[src/design/ccit_map.svh]
// Register indices, field positions, reset values and counts of the clock block.
`ifndef CCIT_MAP_SVH
`define CCIT_MAP_SVH

// Register indices; byte address is four times the index.
`define CCIT_IDX_CPU_USB    10'h030
`define CCIT_IDX_TMR_CLK    10'h031
`define CCIT_IDX_CLK_IO     10'h032
`define CCIT_IDX_OSC_LOCK   10'h039
`define CCIT_IDX_OSC_CTL0   10'h1E0
`define CCIT_IDX_RELOAD_LO  10'h040
`define CCIT_IDX_RELOAD_HI  10'h041
`define CCIT_IDX_COUNT_LO   10'h042
`define CCIT_IDX_COUNT_HI   10'h043
`define CCIT_IDX_STATUS     10'h044

// Reset values.
`define CCIT_RST_OSC_CTL0   8'h00
`define CCIT_RST_TMR_CLK    8'h0C
`define CCIT_RST_CLK_IO     8'h00
`define CCIT_RST_OSC_LOCK   8'h00
`define CCIT_RST_RELOAD     12'h000

// Writable bit masks; everything else reads as zero.
`define CCIT_MSK_OSC_CTL0   8'h3F
`define CCIT_MSK_CLK_IO     8'h03
`define CCIT_MSK_OSC_LOCK   8'h03

// Field positions.
`define CCIT_F_CPU_SPEED    2:0
`define CCIT_F_SLEEP_SEL    4:3
`define CCIT_B_NO_BUZZ      5
`define CCIT_B_LOCK_OFF     0
`define CCIT_B_FINE_ONLY    1
`define CCIT_F_CAP_DIV      7:6
`define CCIT_F_CAP_SRC      5:4
`define CCIT_F_INT_DIV      3:2
`define CCIT_F_INT_SRC      1:0
`define CCIT_F_OUT_SEL      1:0

// Counts of slow oscillator ticks and of sleep timer overflows.
`define CCIT_RECOVER_TICKS  2'h3
`define CCIT_WDT_OVERFLOWS  2'h3

`endif

[src/design/ccit_pkg.sv]
// Types shared by the clock configuration and interval timer block.
package ccit_pkg;

	// Processor clock availability around sleep.
	typedef enum logic [1:0] {
		CCIT_RUN,
		CCIT_SLEEP,
		CCIT_RECOVER
	} ccit_pwr_e;

	typedef logic [11:0] ccit_pit_t;
	typedef logic [7:0]  ccit_byte_t;

endpackage : ccit_pkg

[src/design/ccit_divider.sv]
// Tick divider: one output pulse for every i_div input pulses.
`timescale 1ns/1ps
module ccit_divider #(
	parameter int W = 16
) (
	// Clock and reset.
	input  wire logic         i_clk_sys,
	input  wire logic         i_rst_b,
	// Control.
	input  wire logic         i_clr,
	input  wire logic [W-1:0] i_div,
	// Ticks.
	input  wire logic         i_tick,
	output logic              o_tick
);

	logic [W-1:0] cnt_ff;
	logic         tick_ff;
	logic [W-1:0] last;

	// A divisor of zero behaves as one so the output never stalls.
	assign last = (i_div == '0) ? '0 : i_div - W'(1);

	// Counter restarts when the divisor shrinks below the count.
	always_ff @(posedge i_clk_sys or negedge i_rst_b) begin
		if (!i_rst_b) begin
			cnt_ff  <= '0;
			tick_ff <= 1'b0;
		end else if (i_clr) begin
			cnt_ff  <= '0;
			tick_ff <= 1'b0;
		end else begin
			tick_ff <= 1'b0;
			if (i_tick) begin
				if (cnt_ff >= last) begin
					cnt_ff  <= '0;
					tick_ff <= 1'b1;
				end else begin
					cnt_ff <= cnt_ff + W'(1);
				end
			end
		end
	end

	assign o_tick = tick_ff;

endmodule : ccit_divider

[src/design/ccit_top.sv]
// Clock configuration registers, clock dividers and the interval timer.
//
// The Wishbone register port was decided locally.
`timescale 1ns/1ps
`include "ccit_map.svh"

module ccit_top (
	// Clock and reset.
	input  wire logic        i_clk_sys,
	input  wire logic        i_rst_b,
	// Wishbone slave.
	input  wire logic        i_wb_cyc,
	input  wire logic        i_wb_stb,
	input  wire logic        i_wb_we,
	input  wire logic [11:0] i_wb_adr,
	input  wire logic [3:0]  i_wb_sel,
	input  wire logic [31:0] i_wb_dat,
	output logic [31:0]      o_wb_dat,
	output logic             o_wb_ack,
	// Oscillator ticks and system state.
	input  wire logic        i_osc24_tick,
	input  wire logic        i_osc32_tick,
	input  wire logic        i_sleep,
	input  wire logic        i_duty_window,
	input  wire logic        i_usb_src_iosc,
	input  wire logic        i_wdt_enable,
	input  wire logic        i_wdt_clear,
	input  wire logic        i_sleep_timer_clear,
	// Derived ticks and controls.
	output logic             o_processor_clock,
	output logic             o_capture_timer_clock,
	output logic             o_interval_timer_clock,
	output logic             o_clock_output_pin,
	output logic             o_sleep_timer_tick,
	output logic             o_watchdog_reset,
	output logic             o_pit_irq,
	output logic             o_por_detect_en,
	output logic             o_osclock_en,
	output logic             o_coarse_tune_en
);

	// Register storage.
	ccit_pkg::ccit_byte_t osc_ctl0_ff;
	ccit_pkg::ccit_byte_t tmr_clk_ff;
	ccit_pkg::ccit_byte_t clk_io_ff;
	ccit_pkg::ccit_byte_t osc_lock_ff;
	ccit_pkg::ccit_pit_t  reload_ff;
	ccit_pkg::ccit_pit_t  pit_cnt_ff;
	logic                 ack_ff;
	logic [31:0]          rdat_ff;
	// Derived state.
	ccit_pkg::ccit_pwr_e  pwr_ff;
	logic [1:0]           rec_cnt_ff;
	logic [1:0]           wdt_cnt_ff;
	logic                 irq_ff, wdr_ff, por_en_ff;
	logic                 lock_en_ff, coarse_ff, clock_output_pin_ff;
	// Combinational nets.
	logic                 wr, rd_req;
	logic [9:0]           idx;
	logic [31:0]          nxt_rdat;
	logic                 cpu_in, cap_in, int_in;
	logic                 cpu_tick, cap_tick, int_tick, slp_tick;
	logic [7:0]           cpu_div;
	logic [3:0]           cap_div;
	logic [2:0]           int_div;
	logic [15:0]          slp_div;

	// Processor divisor from the speed code; reserved code stops the clock.
	function automatic logic [7:0] cpu_divisor(input logic [2:0] code);
		case (code)
			3'h0:    cpu_divisor = 8'h08;
			3'h1:    cpu_divisor = 8'h04;
			3'h2:    cpu_divisor = 8'h02;
			3'h3:    cpu_divisor = 8'h01;
			3'h4:    cpu_divisor = 8'h10;
			3'h5:    cpu_divisor = 8'h20;
			3'h6:    cpu_divisor = 8'h80;
			default: cpu_divisor = 8'h00;
		endcase
	endfunction : cpu_divisor

	// Slow oscillator division giving 512, 64, 8 or 1 Hz.
	function automatic logic [15:0] sleep_divisor(input logic [1:0] code);
		case (code)
			2'h0:    sleep_divisor = 16'h0040;
			2'h1:    sleep_divisor = 16'h0200;
			2'h2:    sleep_divisor = 16'h1000;
			default: sleep_divisor = 16'h8000;
		endcase
	endfunction : sleep_divisor

	// Bus decode: classic single cycle, one wait state, ack one cycle wide.
	assign idx    = i_wb_adr[11:2];
	assign rd_req = i_wb_cyc & i_wb_stb & ~ack_ff;
	assign wr     = rd_req & i_wb_we & i_wb_sel[0];

	always_ff @(posedge i_clk_sys or negedge i_rst_b) begin
		if (!i_rst_b) begin
			ack_ff  <= 1'b0;
			rdat_ff <= 32'h0000_0000;
		end else begin
			ack_ff  <= rd_req;
			rdat_ff <= nxt_rdat;
		end
	end

	// Read mux; unmapped indices and reserved bits return zero.
	always_comb begin
		nxt_rdat = 32'h0000_0000;
		case (idx)
			`CCIT_IDX_OSC_CTL0:  nxt_rdat[7:0] = osc_ctl0_ff;
			`CCIT_IDX_TMR_CLK:   nxt_rdat[7:0] = tmr_clk_ff;
			`CCIT_IDX_CLK_IO:    nxt_rdat[7:0] = clk_io_ff;
			`CCIT_IDX_OSC_LOCK:  nxt_rdat[7:0] = osc_lock_ff;
			`CCIT_IDX_RELOAD_LO: nxt_rdat[7:0] = reload_ff[7:0];
			`CCIT_IDX_RELOAD_HI: nxt_rdat[3:0] = reload_ff[11:8];
			`CCIT_IDX_COUNT_LO:  nxt_rdat[7:0] = pit_cnt_ff[7:0];
			`CCIT_IDX_COUNT_HI:  nxt_rdat[3:0] = pit_cnt_ff[11:8];
			`CCIT_IDX_STATUS:    nxt_rdat[3:0] = {pwr_ff == ccit_pkg::CCIT_RUN, i_sleep,
				wdt_cnt_ff};
			default:             nxt_rdat = 32'h0000_0000;
		endcase
	end
	assign o_wb_ack = ack_ff;
	assign o_wb_dat = rdat_ff;

	// Configuration writes; reserved bits are masked so they never steer clocks.
	always_ff @(posedge i_clk_sys or negedge i_rst_b) begin
		if (!i_rst_b) begin
			osc_ctl0_ff <= `CCIT_RST_OSC_CTL0;
			tmr_clk_ff  <= `CCIT_RST_TMR_CLK;
			clk_io_ff   <= `CCIT_RST_CLK_IO;
			osc_lock_ff <= `CCIT_RST_OSC_LOCK;
		end else if (wr) begin
			case (idx)
				`CCIT_IDX_OSC_CTL0: osc_ctl0_ff <= i_wb_dat[7:0] & `CCIT_MSK_OSC_CTL0;
				`CCIT_IDX_TMR_CLK:  tmr_clk_ff  <= i_wb_dat[7:0];
				`CCIT_IDX_CLK_IO:   clk_io_ff   <= i_wb_dat[7:0] & `CCIT_MSK_CLK_IO;
				`CCIT_IDX_OSC_LOCK: osc_lock_ff <= i_wb_dat[7:0] & `CCIT_MSK_OSC_LOCK;
				default:            osc_lock_ff <= osc_lock_ff;
			endcase
		end
	end

	// Reload value is written a byte at a time, even while counting.
	always_ff @(posedge i_clk_sys or negedge i_rst_b) begin
		if (!i_rst_b) begin
			reload_ff <= `CCIT_RST_RELOAD;
		end else if (wr && idx == `CCIT_IDX_RELOAD_LO) begin
			reload_ff[7:0] <= i_wb_dat[7:0];
		end else if (wr && idx == `CCIT_IDX_RELOAD_HI) begin
			reload_ff[11:8] <= i_wb_dat[3:0];
		end
	end

	// Processor clock stands still asleep and until the oscillator recovers.
	always_ff @(posedge i_clk_sys or negedge i_rst_b) begin
		if (!i_rst_b) begin
			pwr_ff     <= ccit_pkg::CCIT_RUN;
			rec_cnt_ff <= 2'h0;
		end else begin
			case (pwr_ff)
				ccit_pkg::CCIT_RUN: begin
					if (i_sleep) begin
						pwr_ff <= ccit_pkg::CCIT_SLEEP;
					end
				end
				ccit_pkg::CCIT_SLEEP: begin
					rec_cnt_ff <= 2'h0;
					if (!i_sleep) begin
						pwr_ff <= ccit_pkg::CCIT_RECOVER;
					end
				end
				ccit_pkg::CCIT_RECOVER: begin
					if (i_osc32_tick) begin
						rec_cnt_ff <= rec_cnt_ff + 2'h1;
						if (rec_cnt_ff == `CCIT_RECOVER_TICKS - 2'h1) begin
							pwr_ff <= ccit_pkg::CCIT_RUN;
						end
					end
				end
				default: pwr_ff <= ccit_pkg::CCIT_RUN;
			endcase
		end
	end

	// Source selection; the slow oscillator feeds the capture and interval clocks only while awake.
	// The divider treats a zero divisor as one, so the reserved code is gated here.
	assign cpu_in = i_osc24_tick & (pwr_ff == ccit_pkg::CCIT_RUN) &
		(osc_ctl0_ff[`CCIT_F_CPU_SPEED] != 3'h7);
	assign cpu_div = cpu_divisor(osc_ctl0_ff[`CCIT_F_CPU_SPEED]);
	assign cap_in = (tmr_clk_ff[`CCIT_F_CAP_SRC] == 2'h0) ? i_osc24_tick :
		(tmr_clk_ff[`CCIT_F_CAP_SRC] == 2'h2) ? (i_osc32_tick & ~i_sleep) : 1'b0;
	assign cap_div = 4'({tmr_clk_ff[`CCIT_F_CAP_DIV], 1'b0}) + 4'h2;
	assign int_in = (tmr_clk_ff[`CCIT_F_INT_SRC] == 2'h0) ? i_osc24_tick :
		(tmr_clk_ff[`CCIT_F_INT_SRC] == 2'h2) ? (i_osc32_tick & ~i_sleep) :
		(tmr_clk_ff[`CCIT_F_INT_SRC] == 2'h3) ? cap_tick : 1'b0;
	assign int_div = {1'b0, tmr_clk_ff[`CCIT_F_INT_DIV]} + 3'h1;
	assign slp_div = sleep_divisor(osc_ctl0_ff[`CCIT_F_SLEEP_SEL]);

	// Processor clock divider.
	ccit_divider #(.W(8)) u_cpu_div (
		.i_clk_sys (i_clk_sys),
		.i_rst_b   (i_rst_b),
		.i_clr     (1'b0),
		.i_div     (cpu_div),
		.i_tick    (cpu_in),
		.o_tick    (cpu_tick)
	);

	// Capture clock divider.
	ccit_divider #(.W(4)) u_cap_div (
		.i_clk_sys (i_clk_sys),
		.i_rst_b   (i_rst_b),
		.i_clr     (1'b0),
		.i_div     (cap_div),
		.i_tick    (cap_in),
		.o_tick    (cap_tick)
	);

	// Interval clock prescaler.
	ccit_divider #(.W(3)) u_int_div (
		.i_clk_sys (i_clk_sys),
		.i_rst_b   (i_rst_b),
		.i_clr     (1'b0),
		.i_div     (int_div),
		.i_tick    (int_in),
		.o_tick    (int_tick)
	);

	// Sleep timer; an overflow is one output tick.
	ccit_divider #(.W(16)) u_slp_div (
		.i_clk_sys (i_clk_sys),
		.i_rst_b   (i_rst_b),
		.i_clr     (i_sleep_timer_clear),
		.i_div     (slp_div),
		.i_tick    (i_osc32_tick),
		.o_tick    (slp_tick)
	);
	assign o_processor_clock      = cpu_tick;
	assign o_capture_timer_clock  = cap_tick;
	assign o_interval_timer_clock = int_tick;
	assign o_sleep_timer_tick     = slp_tick;

	// Interval counter: the tick after zero is spent reloading.
	always_ff @(posedge i_clk_sys or negedge i_rst_b) begin
		if (!i_rst_b) begin
			pit_cnt_ff <= `CCIT_RST_RELOAD;
			irq_ff     <= 1'b0;
		end else begin
			irq_ff <= 1'b0;
			if (int_tick) begin
				if (pit_cnt_ff == 12'h000) begin
					pit_cnt_ff <= reload_ff;
					irq_ff     <= 1'b1;
				end else begin
					pit_cnt_ff <= pit_cnt_ff - 12'h001;
				end
			end
		end
	end
	assign o_pit_irq = irq_ff;

	// Watchdog counts sleep overflows; the third one resets the part.
	always_ff @(posedge i_clk_sys or negedge i_rst_b) begin
		if (!i_rst_b) begin
			wdt_cnt_ff <= 2'h0;
			wdr_ff     <= 1'b0;
		end else begin
			wdr_ff <= 1'b0;
			if (i_wdt_clear || !i_wdt_enable) begin
				wdt_cnt_ff <= 2'h0;
			end else if (slp_tick) begin
				if (wdt_cnt_ff == `CCIT_WDT_OVERFLOWS - 2'h1) begin
					wdt_cnt_ff <= 2'h0;
					wdr_ff     <= 1'b1;
				end else begin
					wdt_cnt_ff <= wdt_cnt_ff + 2'h1;
				end
			end
		end
	end
	assign o_watchdog_reset = wdr_ff;

	// Detector enable and oscillator lock controls, all registered.
	always_ff @(posedge i_clk_sys or negedge i_rst_b) begin
		if (!i_rst_b) begin
			por_en_ff  <= 1'b1;
			lock_en_ff <= 1'b0;
			coarse_ff  <= 1'b0;
		end else begin
			// Duty window comes from its own trim, never from the sleep interval.
			por_en_ff  <= ~i_sleep | osc_ctl0_ff[`CCIT_B_NO_BUZZ] | i_duty_window;
			lock_en_ff <= ~osc_lock_ff[`CCIT_B_LOCK_OFF] & i_usb_src_iosc;
			coarse_ff  <= ~osc_lock_ff[`CCIT_B_LOCK_OFF] & i_usb_src_iosc &
				~osc_lock_ff[`CCIT_B_FINE_ONLY];
		end
	end
	assign o_por_detect_en  = por_en_ff;
	assign o_osclock_en     = lock_en_ff;
	assign o_coarse_tune_en = coarse_ff;

	// Clock output mirrors the selected source tick one cycle later.
	always_ff @(posedge i_clk_sys or negedge i_rst_b) begin
		if (!i_rst_b) begin
			clock_output_pin_ff <= 1'b0;
		end else begin
			case (clk_io_ff[`CCIT_F_OUT_SEL])
				2'h0:    clock_output_pin_ff <= i_osc24_tick;
				2'h2:    clock_output_pin_ff <= i_osc32_tick & ~i_sleep;
				2'h3:    clock_output_pin_ff <= cpu_tick;
				default: clock_output_pin_ff <= 1'b0;
			endcase
		end
	end
	assign o_clock_output_pin = clock_output_pin_ff;

	// Checks kept beside the logic.
	a_pit_reload_irq: assert property (@(posedge i_clk_sys) disable iff (!i_rst_b)
		(int_tick && pit_cnt_ff == 12'h000) |=> (o_pit_irq && pit_cnt_ff == $past(reload_ff)))
		else $error("Interval counter did not reload with a request.");
	a_pit_count_down: assert property (@(posedge i_clk_sys) disable iff (!i_rst_b)
		(int_tick && pit_cnt_ff != 12'h000) |=> pit_cnt_ff == $past(pit_cnt_ff) - 12'h001)
		else $error("Interval counter did not step down by one.");
	a_irq_on_reload: assert property (@(posedge i_clk_sys) disable iff (!i_rst_b)
		o_pit_irq |-> ($past(int_tick) && $past(pit_cnt_ff) == 12'h000))
		else $error("Interval request without a reload.");
	a_lock_gated: assert property (@(posedge i_clk_sys) disable iff (!i_rst_b)
		o_osclock_en |-> ($past(i_usb_src_iosc) && !$past(osc_lock_ff[0])))
		else $error("Oscillator lock active while disabled or not feeding USB.");
	a_fine_only: assert property (@(posedge i_clk_sys) disable iff (!i_rst_b)
		o_coarse_tune_en |-> (o_osclock_en && !$past(osc_lock_ff[1])))
		else $error("Coarse tuning while fine-only is set.");
	a_por_always: assert property (@(posedge i_clk_sys) disable iff (!i_rst_b)
		(i_sleep && osc_ctl0_ff[5]) |=> o_por_detect_en)
		else $error("Detector off in sleep with continuous mode set.");
	a_wdt_third: assert property (@(posedge i_clk_sys) disable iff (!i_rst_b)
		o_watchdog_reset |-> ($past(slp_tick) && $past(wdt_cnt_ff) == 2'h2))
		else $error("Watchdog fired before the third overflow.");
	a_rsvd_zero: assert property (@(posedge i_clk_sys) disable iff (!i_rst_b)
		o_wb_ack |-> (o_wb_dat[31:8] == 24'h00_0000 && osc_ctl0_ff[7:6] == 2'h0))
		else $error("Reserved bits read nonzero.");
	a_wake_hold: assert property (@(posedge i_clk_sys) disable iff (!i_rst_b)
		(pwr_ff == ccit_pkg::CCIT_SLEEP && !i_sleep) |=> (pwr_ff == ccit_pkg::CCIT_RECOVER)[*2])
		else $error("Processor clock resumed without recovery.");

endmodule : ccit_top

[config.mk]
export PLATFORM = sky130hd
export DESIGN_NAME = ccit_top
export DESIGN_NICKNAME = d
export VERILOG_FILES = /design/src/design/ccit_pkg.sv /design/src/design/ccit_divider.sv /design/src/design/ccit_top.sv
export VERILOG_INCLUDE_DIRS = /design/src /design/src/design
export SDC_FILE = /design/constraint.sdc
export NUM_CORES = 1
export LEC_CHECK = 0
export BUFFER_PORTS_ARGS = -buffer_cell sky130_fd_sc_hd__buf_2
export CAP_MARGIN = 20
export CORE_AREA = 2 2 107 109
export DETAILED_ROUTE_END_ITERATION = 10
export DIE_AREA = 0 0 109 111
export PLACE_DENSITY_LB_ADDON = 0.3
export SLEW_MARGIN = 15
export SYNTH_ARGS = -nofsm -noshare
export SYNTH_HDL_FRONTEND = slang
export SYNTH_SLANG_ARGS = --single-unit
[constraint.sdc]
create_clock -name i_clk_sys -period 4.1 [get_ports i_clk_sys]
set_input_delay 1.025 -clock i_clk_sys [delete_from_list [all_inputs] [get_ports i_clk_sys]]
set_output_delay 1.025 -clock i_clk_sys [all_outputs]
set_load 0.005 [all_outputs]
* Yosys cells after proc, flatten, opt, wreduce, memory -nomap -nowiden
Index checks and enable logic that the tools add are counted.
** Operators by class
- Add/subtract/negate cells :: 13
- $lt $le $gt $ge :: 4
- Equality and inequality tests :: 31
- Mux-type cells :: 45
- Bitwise logic cells :: 16
- Reduce and logical (&&, ||, !) cells :: 25
** Operators by type and width (number)
- 2-to-1 mux 16 bit :: 4
- one-hot mux 8 bit (7 select lines) :: 1
- equality test 10 x 7 -> 1 bit, second input constant :: 5
- one-hot mux 16 bit (3 select lines) :: 1
- one-hot mux 4 bit (9 select lines) :: 1
- equality test 10 x 6 -> 1 bit, second input constant :: 3
- 2-to-1 mux 1 bit :: 19
- equality test 2 bit, second input constant :: 9
- adder 16 x 1 -> 16 bit, second input constant :: 1
- >= comparator 16 bit :: 1
- logical NOT 16 bit :: 1
- 2-to-1 mux 2 bit :: 8
- 2-to-1 mux 8 bit :: 2
- one-hot mux 4 bit (4 select lines) :: 1
- subtractor 16 x 1 -> 16 bit, second input constant :: 1
- logical NOT 12 bit :: 1
- 2-to-1 mux 12 bit :: 1
- AND reduction 2 bit :: 6
- subtractor 12 x 1 -> 12 bit, second input constant :: 1
- equality test 10 x 9 -> 1 bit, second input constant :: 1
- logical NOT 2 bit :: 5
- bitwise AND 1 bit :: 9
- equality test 3 bit, second input constant :: 3
- adder 8 x 1 -> 8 bit, second input constant :: 1
- other kinds (31) :: 48
** Word-level totals
- Register bits :: 98
- Output and inout bits :: 43

* Logic depth before layout (Yosys ltp)
Gate-level depths: netlist (run 1).
- Depth in word-level cells :: 8
- Depth in mapped cells :: 16

* Cells and area by module
From an unflattened synthesis (run 1), not the netlist that was laid out.
** Second synthesis, totals
- Cell total of the unflattened synthesis :: 705
- Area total of the unflattened synthesis :: 6668.9 µm²
** By module, submodules not included
- ccit_top :: instances 1, cells each 336, area each 3528.4 µm², sequential area each 1580.3 µm²
- ccit_divider at u_slp_div :: instances 1, cells each 201, area each 1609.0 µm², sequential area each 425.4 µm²
- ccit_divider at u_cpu_div :: instances 1, cells each 93, area each 792.0 µm², sequential area each 225.2 µm²
- ccit_divider at u_cap_div :: instances 1, cells each 41, area each 404.1 µm², sequential area each 125.1 µm²
- ccit_divider at u_int_div :: instances 1, cells each 34, area each 335.3 µm², sequential area each 100.1 µm²

* Worst setup path before layout (run 1)
OpenSTA, ideal clock, no wires.
- Kind :: register -> register
- Start :: register osc_ctl0_ff[1]
- End :: register u_cpu_div.cnt_ff[4]
- Setup time :: 0.123 ns
- Arrival time :: 2.907 ns
- Required time :: 3.977 ns
- Slack :: 1.071 ns
- Stages on the path, launching flop included :: 12
- Period minus slack after synthesis :: 3.029 ns
- Path through :: dfrtp_1 > buf_1 > or3b_2 > ha_1 > clkbuf_1 > or2_2 > ha_1 > nand4_1 > o31ai_1 > and2_1 > clkbuf_1 > nor2_1
** On the way
- Cells in the longest elaborated chain, start to end :: 6
- Elaborated cells on any way between the ends :: 15
- Those cells by class :: 1 x add/sub; 1 x order compare; 7 x eq/ne; 3 x mux; 1 x bitwise; 2 x reduce/logical
** RTL lines
- start, declared :: line ccit_top.sv:43 : ccit_pkg::ccit_byte_t osc_ctl0_ff;
- start signal, assigned :: line ccit_top.sv:130 : osc_ctl0_ff <= `CCIT_RST_OSC_CTL0;
- start signal, assigned :: line ccit_top.sv:136 : `CCIT_IDX_OSC_CTL0: osc_ctl0_ff <= i_wb_dat[7:0] & `CCIT_MSK_OSC_CTL0;
- equality test 3 bit (tied with other cells) :: line ccit_top.sv:70 : case (code)
- one-hot mux 8 bit (7 select lines) :: line ccit_top.sv:70
- subtractor 8 x 1 -> 8 bit or logical NOT 8 bit (tied branches) :: line ccit_divider.sv:22 : assign last = (i_div == '0) ? '0 : i_div - W'(1);
- 2-to-1 mux 8 bit :: line ccit_divider.sv:22
- >= comparator 8 bit :: line ccit_divider.sv:35 : if (cnt_ff >= last) begin
- 2-to-1 mux 8 bit :: line ccit_divider.sv:35
- end signal, assigned :: line ccit_divider.sv:39 : cnt_ff <= cnt_ff + W'(1);
- end, declared :: line ccit_divider.sv:17 : logic [W-1:0] cnt_ff;
Parallel ways exist; a longest one is shown, timed or not.
A chain may end at the register's enable or synchronous reset.

* Worst setup path after layout (run 1)
- Start :: register osc_ctl0_ff[1]
- End :: register u_cpu_div.cnt_ff[0]
Same word-level chain as after synthesis.

==> impl_summary.log, run 1 <==
INFO  metric run_status = complete, no violations
INFO  metric synth_cell_types = 64
INFO  metric dp_hpwl = 9570 um
INFO  metric leading_cell_type_in_the_layout_fill_and_taps_excluded = sky130_fd_sc_hd__dfrtp_1
INFO  metric worst_setup_path_start_kind = flop
INFO  metric finalHoldViolCount = 0
INFO  metric crit_arrival = 3380 ps
INFO  metric final.fill_count = 947
INFO  metric min_period_over_period = 76.6%
INFO  metric port_buffer_count = 50
INFO  metric cts_buffers = 9
INFO  metric synth-async-reset-ratio = 100%
INFO  metric die_width = 109 um
INFO  metric drt-initial-drc-count = 266
INFO  metric endpoint_type_of_the_worst_setup_path = flop
INFO  metric finalSetupViolCount = 0
INFO  metric synth-seq-cells = 98
INFO  metric power_density = 446 nW/um^2
INFO  metric crit_path_max_fanout = 13
INFO  metric core = 11100 sq um
INFO  metric num_io_pins = 104
INFO  metric post_synth_mux_area_share = 8.39%
INFO  metric timing.max_cap.violations = 0
INFO  metric max-slew-margin-rel = 37.9%
INFO  metric design_area = 6410 sq um
INFO  metric synth-compound-area-share = 14.1%
INFO  metric crit_path_frequent_cell = sky130_fd_sc_hd__ha_1
INFO  metric class_of_the_most_critical_hold_timing_path = reg2reg
INFO  metric number_of_h_tree_branching_levels = 3
INFO  metric post_cts.resized_instances = 0
INFO  metric dr_total_vias = 4570
INFO  metric layout.core_utilization = 57.9%
INFO  metric initial_utilization = 52.5%
INFO  metric timing_worst_slew_pin_value = 926 ps
INFO  metric synth_adder_area_share = 7.75%
INFO  metric synth-edff-count = 0
INFO  metric worst-r2r-cell-count = 8
INFO  metric area.growth.synth_to_final = 10.3%
INFO  metric synthFlopType = sky130_fd_sc_hd__dfrtp_1
INFO  metric dpl_cell_area = 6090 sq um
INFO  metric mostFrequentLayoutCells = 95 x sky130_fd_sc_hd__dfrtp_1, 69 x sky130_fd_sc_hd__nand2_1, 49 x sky130_fd_sc_hd__buf_2
INFO  metric cts_post_setup_buffers_inserted = 0
INFO  metric worst_hold_slack = 440 ps
INFO  metric die-height = 111 um
INFO  metric worst_hold_startpoint = o_wb_ack$_DFF_PN0_
INFO  metric via_per_inst = 5.74
INFO  metric grt.total_usage = 22.8%
INFO  metric synth_top_family_by_area = simple AND/OR/NAND/NOR gates
INFO  metric antennaDiodeCount = 0
INFO  metric worstPathCellList = or3b_2 -> ha_1 -> or2_2 -> ha_1 -> nand4_1 -> o31ai_1 -> nor2_1 -> mux2_2
INFO  metric synth_area = 5810 sq um
INFO  metric synth_simple_gate_area_share = 20.3%
INFO  metric cts_tree = built
INFO  metric design.die.area = 12100 sq um
INFO  metric setup.worst_path.class = reg2reg
INFO  metric critical-path-slowest-cell = sky130_fd_sc_hd__dfrtp_1
INFO  metric fmax = 318 MHz
INFO  metric worstSkewPairLatency = 350 ps
INFO  metric layout.nets = 745
INFO  metric postSynthAreaPerCell = 9.71 sq um
INFO  metric startpoint = osc_ctl0_ff[1]$_DFFE_PN0P_
INFO  metric grt_antenna_before_repair = 0
INFO  metric globalRoute.totalOverflow = 0
INFO  metric regToRegSetupSlack = 960 ps
INFO  metric layout-drive-gt1-share = 19.3%
INFO  metric timing.final.max_slew_violations = 0
INFO  metric finalClockSkew = 7.30 ps
INFO  metric timing.critical_path.depth = 8
INFO  metric worst_r2r_startpoint = osc_ctl0_ff[1]$_DFFE_PN0P_
INFO  metric drt-wirelength-per-cell = 16.1 um
INFO  metric drt_pre_antenna_iters = 4
INFO  metric seq_area_frac_synth = 42.2%
INFO  metric rsz0062_at_grt = no
INFO  metric fp-row-count = 39
INFO  metric ir_drop = 0.281 mV
INFO  metric grt_pass1_wl = 21700 um
INFO  metric route.detailed.drc = 0
INFO  metric clockBufferDepth = 2
INFO  metric ys.warnings.count = 0
INFO  metric grt_max_degree = 36
INFO  metric cts_sinks = 98
INFO  metric share_of_the_synthesized_netlist_area_taken_by_xor_and_xnor_gates = 0.753%
INFO  metric critical-path-top-delay-family = simple AND/OR/NAND/NOR gates
INFO  metric total_power = 2.86 mW
INFO  metric critical-path-max-stage-delay = 580 ps
INFO  metric leakagePower = 3.09 nW
INFO  metric drt-total-wl = 12800 um
INFO  metric ctsHoldBuffers = 0
INFO  metric period_minus_slack = 3140 ps
INFO  metric final_antenna_net_count = 0
INFO  metric finalWeightedCongestion = 0.866
INFO  metric setup_total_negative_slack = 0 ps
INFO  metric number_of_instances_in_the_synthesized_netlist = 599
INFO  metric clkSlewWorstSetupHoldPaths = 70 ps
INFO  metric clockRootBuffer = sky130_fd_sc_hd__clkbuf_16
INFO  metric crit_buf_inv = 0
INFO  metric required = 4340 ps
INFO  metric holdPathStages = 1
INFO  metric grt_pass1_vias = 4507
-- synthesized netlist by cell type, types with 3 or more instances --
cell type	number	share of area (%)
sky130_fd_sc_hd__nor2b_1	10	1.1
sky130_fd_sc_hd__o31ai_1	4	0.52
sky130_fd_sc_hd__a21oi_2	3	0.45
sky130_fd_sc_hd__nand4_1	4	0.43
sky130_fd_sc_hd__o21ai_1	5	0.43
sky130_fd_sc_hd__a21o_1	10	1.3
sky130_fd_sc_hd__mux2i_1	6	1.0
sky130_fd_sc_hd__nor4_1	3	0.32
sky130_fd_sc_hd__ha_1	36	7.7
sky130_fd_sc_hd__or2_2	5	0.54
sky130_fd_sc_hd__nor3b_1	3	0.39
sky130_fd_sc_hd__buf_6	3	0.58
sky130_fd_sc_hd__nor3_2	3	0.52
sky130_fd_sc_hd__a222oi_1	3	0.52
sky130_fd_sc_hd__and3_1	5	0.54
sky130_fd_sc_hd__dfstp_2	3	1.4
sky130_fd_sc_hd__a22oi_1	5	0.65
sky130_fd_sc_hd__o211ai_1	3	0.39
sky130_fd_sc_hd__buf_4	24	3.1
sky130_fd_sc_hd__nand2_1	69	4.5
sky130_fd_sc_hd__and2_1	5	0.54
sky130_fd_sc_hd__mux2_2	32	6.2
sky130_fd_sc_hd__dfrtp_1	95	41
sky130_fd_sc_hd__mux4_2	3	1.2
sky130_fd_sc_hd__or3_1	6	0.65
sky130_fd_sc_hd__o21ai_0	41	3.5
sky130_fd_sc_hd__nor2_1	38	2.5
sky130_fd_sc_hd__a22o_1	9	1.4
sky130_fd_sc_hd__clkbuf_1	12	0.77
sky130_fd_sc_hd__nand3_1	20	1.7
sky130_fd_sc_hd__nand2b_1	17	1.8
sky130_fd_sc_hd__a21oi_1	29	2.5
sky130_fd_sc_hd__inv_1	25	1.6
sky130_fd_sc_hd__nand4b_1	3	0.45
sky130_fd_sc_hd__nand3b_1	4	0.52
sky130_fd_sc_hd__xor2_1	3	0.45
sky130_fd_sc_hd__nor3_1	12	1.0
-- power breakdown --
group	internal (mW)	switching, mW	total (mW)	leakage, nW
Sequential	1.11	0.194	1.30	1.31
Clock	0.549	0.362	0.912	0.156
Combinational	0.288	0.359	0.647	1.62
Total	1.95	0.915	2.86	3.09
-- flip-flops by register name (all words and copies together) (netlist names), 2 cells and up --
signal and flops:
u_slp_div.cnt_ff 16, pit_cnt_ff 12, reload_ff 12, o_wb_dat 8
tmr_clk_ff 8, u_cpu_div.cnt_ff 8, osc_ctl0_ff 6, u_cap_div.cnt_ff 4
u_int_div.cnt_ff 3, clk_io_ff 2, osc_lock_ff 2, pwr_ff 2
rec_cnt_ff 2, wdt_cnt_ff 2
-- cell type report --
class                   instances  area (sq um)  share of cell area, %
inverters                      25          93.8                   1.46
flip-flops and latches         98          2460                   38.3
clock inverters                 5          77.6                   1.21
clock buffers                  11           243                   3.78
multi-input cells             462          3100                   48.3
repair buffers                 52           268                   4.17
well taps                     143           179                   2.79
-- metrics by stage --
| stage | worst slack [ps] | instances |
|---|---|---|
| final | 959 | 796 |
| after detailed placement | 981 | 780 |
| after floorplan | 1070 | 627 |
| after global routing | 660 | 796 |
| after CTS | 964 | 796 |
| after global placement | 1040 | 780 |
-- routing by layer --
metal / GRT usage, % / routed length, um
met1: 29.1 / 5480
met3: 4.59 / 570
met5: 0 / 0
met4: 10.7 / 427
met2: 36.9 / 6330
-- kinds of logic after synthesis --
kind of cell | after synthesis
flip-flops | 98
XOR/XNOR | 5
other | 2
multiplexers | 41
AND/OR/NAND/NOR | 222
AO/OA/AOI/OAI | 128
buffers and inverters | 67
adder cells (fa/ha/maj) | 36
-- worst paths after layout --
check	to
worst max-delay path	u_cpu_div.cnt_ff[0]$_DFFE_PN0P_
worst min-delay path	o_wb_ack$_DFF_PN0_
worst max register to register	u_cpu_div.cnt_ff[0]$_DFFE_PN0P_
worst min register to register	o_wb_ack$_DFF_PN0_
max in group asynchronous	tmr_clk_ff[3]$_DFFE_PN1P_
min in group asynchronous	u_slp_div.cnt_ff[4]$_DFFE_PN0P_
No activity file was read; power rests on OpenSTA's default activity.
==> run 2: changes to the inputs <==
--- a/config.mk
+++ b/config.mk
@@ -8,9 +8,9 @@
 export LEC_CHECK = 0
 export BUFFER_PORTS_ARGS = -buffer_cell sky130_fd_sc_hd__buf_2
 export CAP_MARGIN = 20
-export CORE_AREA = 2 2 107 109
+export CORE_AREA = 2 2 110 112
 export DETAILED_ROUTE_END_ITERATION = 10
-export DIE_AREA = 0 0 109 111
+export DIE_AREA = 0 0 112 114
 export PLACE_DENSITY_LB_ADDON = 0.3
 export SLEW_MARGIN = 15
 export SYNTH_ARGS = -nofsm -noshare
==> constraint.sdc (replaced) <==
create_clock -name i_clk_sys -period 2.8 [get_ports i_clk_sys]
set_input_delay 0.7 -clock i_clk_sys [delete_from_list [all_inputs] [get_ports i_clk_sys]]
set_output_delay 0.7 -clock i_clk_sys [all_outputs]
set_load 0.005 [all_outputs]
==> run 2 against run 1 <==
Hold slack worse by 95 ps. Power up 51%. Critical endpoint unchanged. Sequential cell count unchanged. Clock power up 54%. Critical path depth up 1. Fmax up 18%. Largest cell class unchanged. Cell area up 2.7%. Critical path type unchanged. First-iteration DRC count up 7.5%.
==> impl_summary.log, run 2 (same netlist as run 1, synthesis figures left out) <==
INFO  metric layout-drive-gt1-share = 21.9%
INFO  metric regToRegSetupSlack = 140 ps
INFO  metric layout.nets = 758
INFO  metric largest_register_ff_count = 16
INFO  metric total_power = 4.33 mW
INFO  metric endpoint_type_of_the_worst_setup_path = flop
INFO  metric fp-row-count = 40
INFO  metric fmax = 376 MHz
INFO  metric drt-initial-drc-count = 286
INFO  metric number_of_h_tree_branching_levels = 3
INFO  metric worst-r2r-cell-count = 9
INFO  metric drt-total-wl = 13400 um
INFO  metric min_period_over_period = 95.0%
INFO  metric layout.core_utilization = 56.2%
INFO  metric clockBufferDepth = 2
INFO  metric period_minus_slack = 2660 ps
INFO  metric grt_pass1_wl = 22600 um
INFO  metric power_density = 657 nW/um^2
INFO  metric largestRegisters = u_slp_div.cnt_ff x16, pit_cnt_ff x12, reload_ff x12
INFO  metric grt_antenna_before_repair = 0
INFO  metric worstSkewPairLatency = 350 ps
INFO  metric num_io_pins = 104
INFO  metric timing.final.max_slew_violations = 0
INFO  metric drt_pre_antenna_iters = 5
INFO  metric leakagePower = 3.19 nW
INFO  metric ir_drop = 0.441 mV
INFO  metric finalClockSkew = 4.37 ps
INFO  metric clockRootBuffer = sky130_fd_sc_hd__clkbuf_16
INFO  metric design.die.area = 12800 sq um
INFO  metric dp_hpwl = 9930 um
INFO  metric clkSlewWorstSetupHoldPaths = 70 ps
INFO  metric timing_worst_slew_pin_value = 625 ps
INFO  metric post-place-ws = -62.7 ps
INFO  metric die_width = 112 um
INFO  metric dr_total_vias = 4664
INFO  metric core = 11700 sq um
INFO  metric timing.max_cap.violations = 0
INFO  metric crit_arrival = 2900 ps
INFO  metric grt_pass1_vias = 4677
INFO  metric cts_tree = built
INFO  metric mostFrequentLayoutCells = 95 x sky130_fd_sc_hd__dfrtp_1, 69 x sky130_fd_sc_hd__nand2_1, 49 x sky130_fd_sc_hd__buf_2
INFO  metric run_status = complete, no violations
INFO  metric leading_cell_type_in_the_layout_fill_and_taps_excluded = sky130_fd_sc_hd__dfrtp_1
INFO  metric worstReg2RegEnd = u_cpu_div.cnt_ff[0]$_DFFE_PN0P_
INFO  metric final_antenna_net_count = 0
INFO  metric area.growth.synth_to_final = 13.3%
INFO  metric finalSetupViolCount = 0
INFO  metric class_of_the_most_critical_hold_timing_path = in2async
INFO  metric initial_utilization = 49.6%
INFO  metric drt-wirelength-per-cell = 16.5 um
INFO  metric startpoint = osc_ctl0_ff[2]$_DFFE_PN0P_
INFO  metric die-height = 114 um
INFO  metric worst_setup_path_start_kind = flop
INFO  metric crit_path_max_fanout = 12
INFO  metric finalHoldViolCount = 0
INFO  metric rsz0062_at_grt = no
INFO  metric final.fill_count = 1054
INFO  metric worst_r2r_startpoint = osc_ctl0_ff[2]$_DFFE_PN0P_
INFO  metric via_per_inst = 5.74
INFO  metric grt.total_usage = 22.1%
INFO  metric largest-register = u_slp_div.cnt_ff
INFO  metric globalRoute.totalOverflow = 0
INFO  metric timing_endpoint_of_the_critical_path = u_cpu_div.cnt_ff[0]$_DFFE_PN0P_
INFO  metric required = 3040 ps
INFO  metric finalWeightedCongestion = 0.898
INFO  metric setup.worst_path.class = reg2reg
INFO  metric route.detailed.drc = 0
INFO  metric grt_max_degree = 46
INFO  metric cts_sinks = 98
INFO  metric cts_buffers = 9
INFO  metric port_buffer_count = 50
INFO  metric setup_ws = 141 ps
INFO  metric worst_hold_slack = 345 ps
INFO  metric antennaDiodeCount = 0
INFO  metric max-slew-margin-rel = 58.4%
## run 2: per-stage QoR
stage	std cells	setup TNS [ps]	area [sq um]
final	813	0	6590
after global routing	813	0	6590
after CTS	812	0	6560
after detailed placement	796	-92.2	6210
after global placement	796	0	6210
after floorplan	627	-1.88	5960
## run 2: layout make-up
cell class	count	area, sq um	area share (%)
well taps	147	184	2.79
flip-flops and latches	98	2460	37.3
inverters	25	93.8	1.43
clock buffers	10	229	3.48
multi-input cells	462	3150	47.9
clock inverters	6	105	1.60
repair buffers	65	365	5.55
## run 2: worst min-delay path by stage
stage | to | depth (start not counted) | from
3_3_place_gp | o_wb_ack$_DFF_PN0_ | 1 | o_wb_ack$_DFF_PN0_
6_report | u_slp_div.cnt_ff[0]$_DFFE_PN0P_ | 1 | i_rst_b
5_1_grt | u_slp_div.cnt_ff[0]$_DFFE_PN0P_ | 1 | i_rst_b
4_1_cts | u_slp_div.cnt_ff[0]$_DFFE_PN0P_ | 1 | i_rst_b
3_5_place_dp | o_wb_ack$_DFF_PN0_ | 1 | o_wb_ack$_DFF_PN0_
2_1_floorplan | clk_io_ff[0]$_DFFE_PN0P_ | 0 | i_rst_b
## run 2: report_power, final
| group | leakage, nW | internal, mW | switching (mW) |
|---|---|---|---|
| sequential | 1.31 | 1.62 | 0.296 |
| combinational | 1.71 | 0.445 | 0.558 |
| clock | 0.166 | 0.869 | 0.536 |
## run 2: worst max-delay path, stage by stage, from the launching register on
cell                      delay, ps
sky130_fd_sc_hd__dfrtp_1        380
sky130_fd_sc_hd__buf_4          170
sky130_fd_sc_hd__or2_2          320
sky130_fd_sc_hd__ha_4           200
sky130_fd_sc_hd__or2_2          330
sky130_fd_sc_hd__ha_4           280
sky130_fd_sc_hd__nand4_1        140
sky130_fd_sc_hd__o31ai_4        350
sky130_fd_sc_hd__nor2_2         100
sky130_fd_sc_hd__mux2_2         270
## run 2: timing repair
| item | 4_1_cts | 5_1_grt |
|---|---|---|
| hold endpoints to repair | 0 | 0 |
| endpoints found under the setup margin | 7 | 8 |
| resized for setup | 2 | 6 |
| hold buffers | 0 | 0 |
| pin swaps | 0 | 1 |
| setup buffers | 0 | 1 |
## run 2: per-layer routing
metal | global-route usage (%) | vias up | wire length [um]
met3 | 3.88 | 27 | 535
met5 | 0 | - | 0
met4 | 10.3 | 0 | 349
li1 | - | 2219 | -
met2 | 38.1 | 109 | 6710
met1 | 27.3 | 2309 | 5840
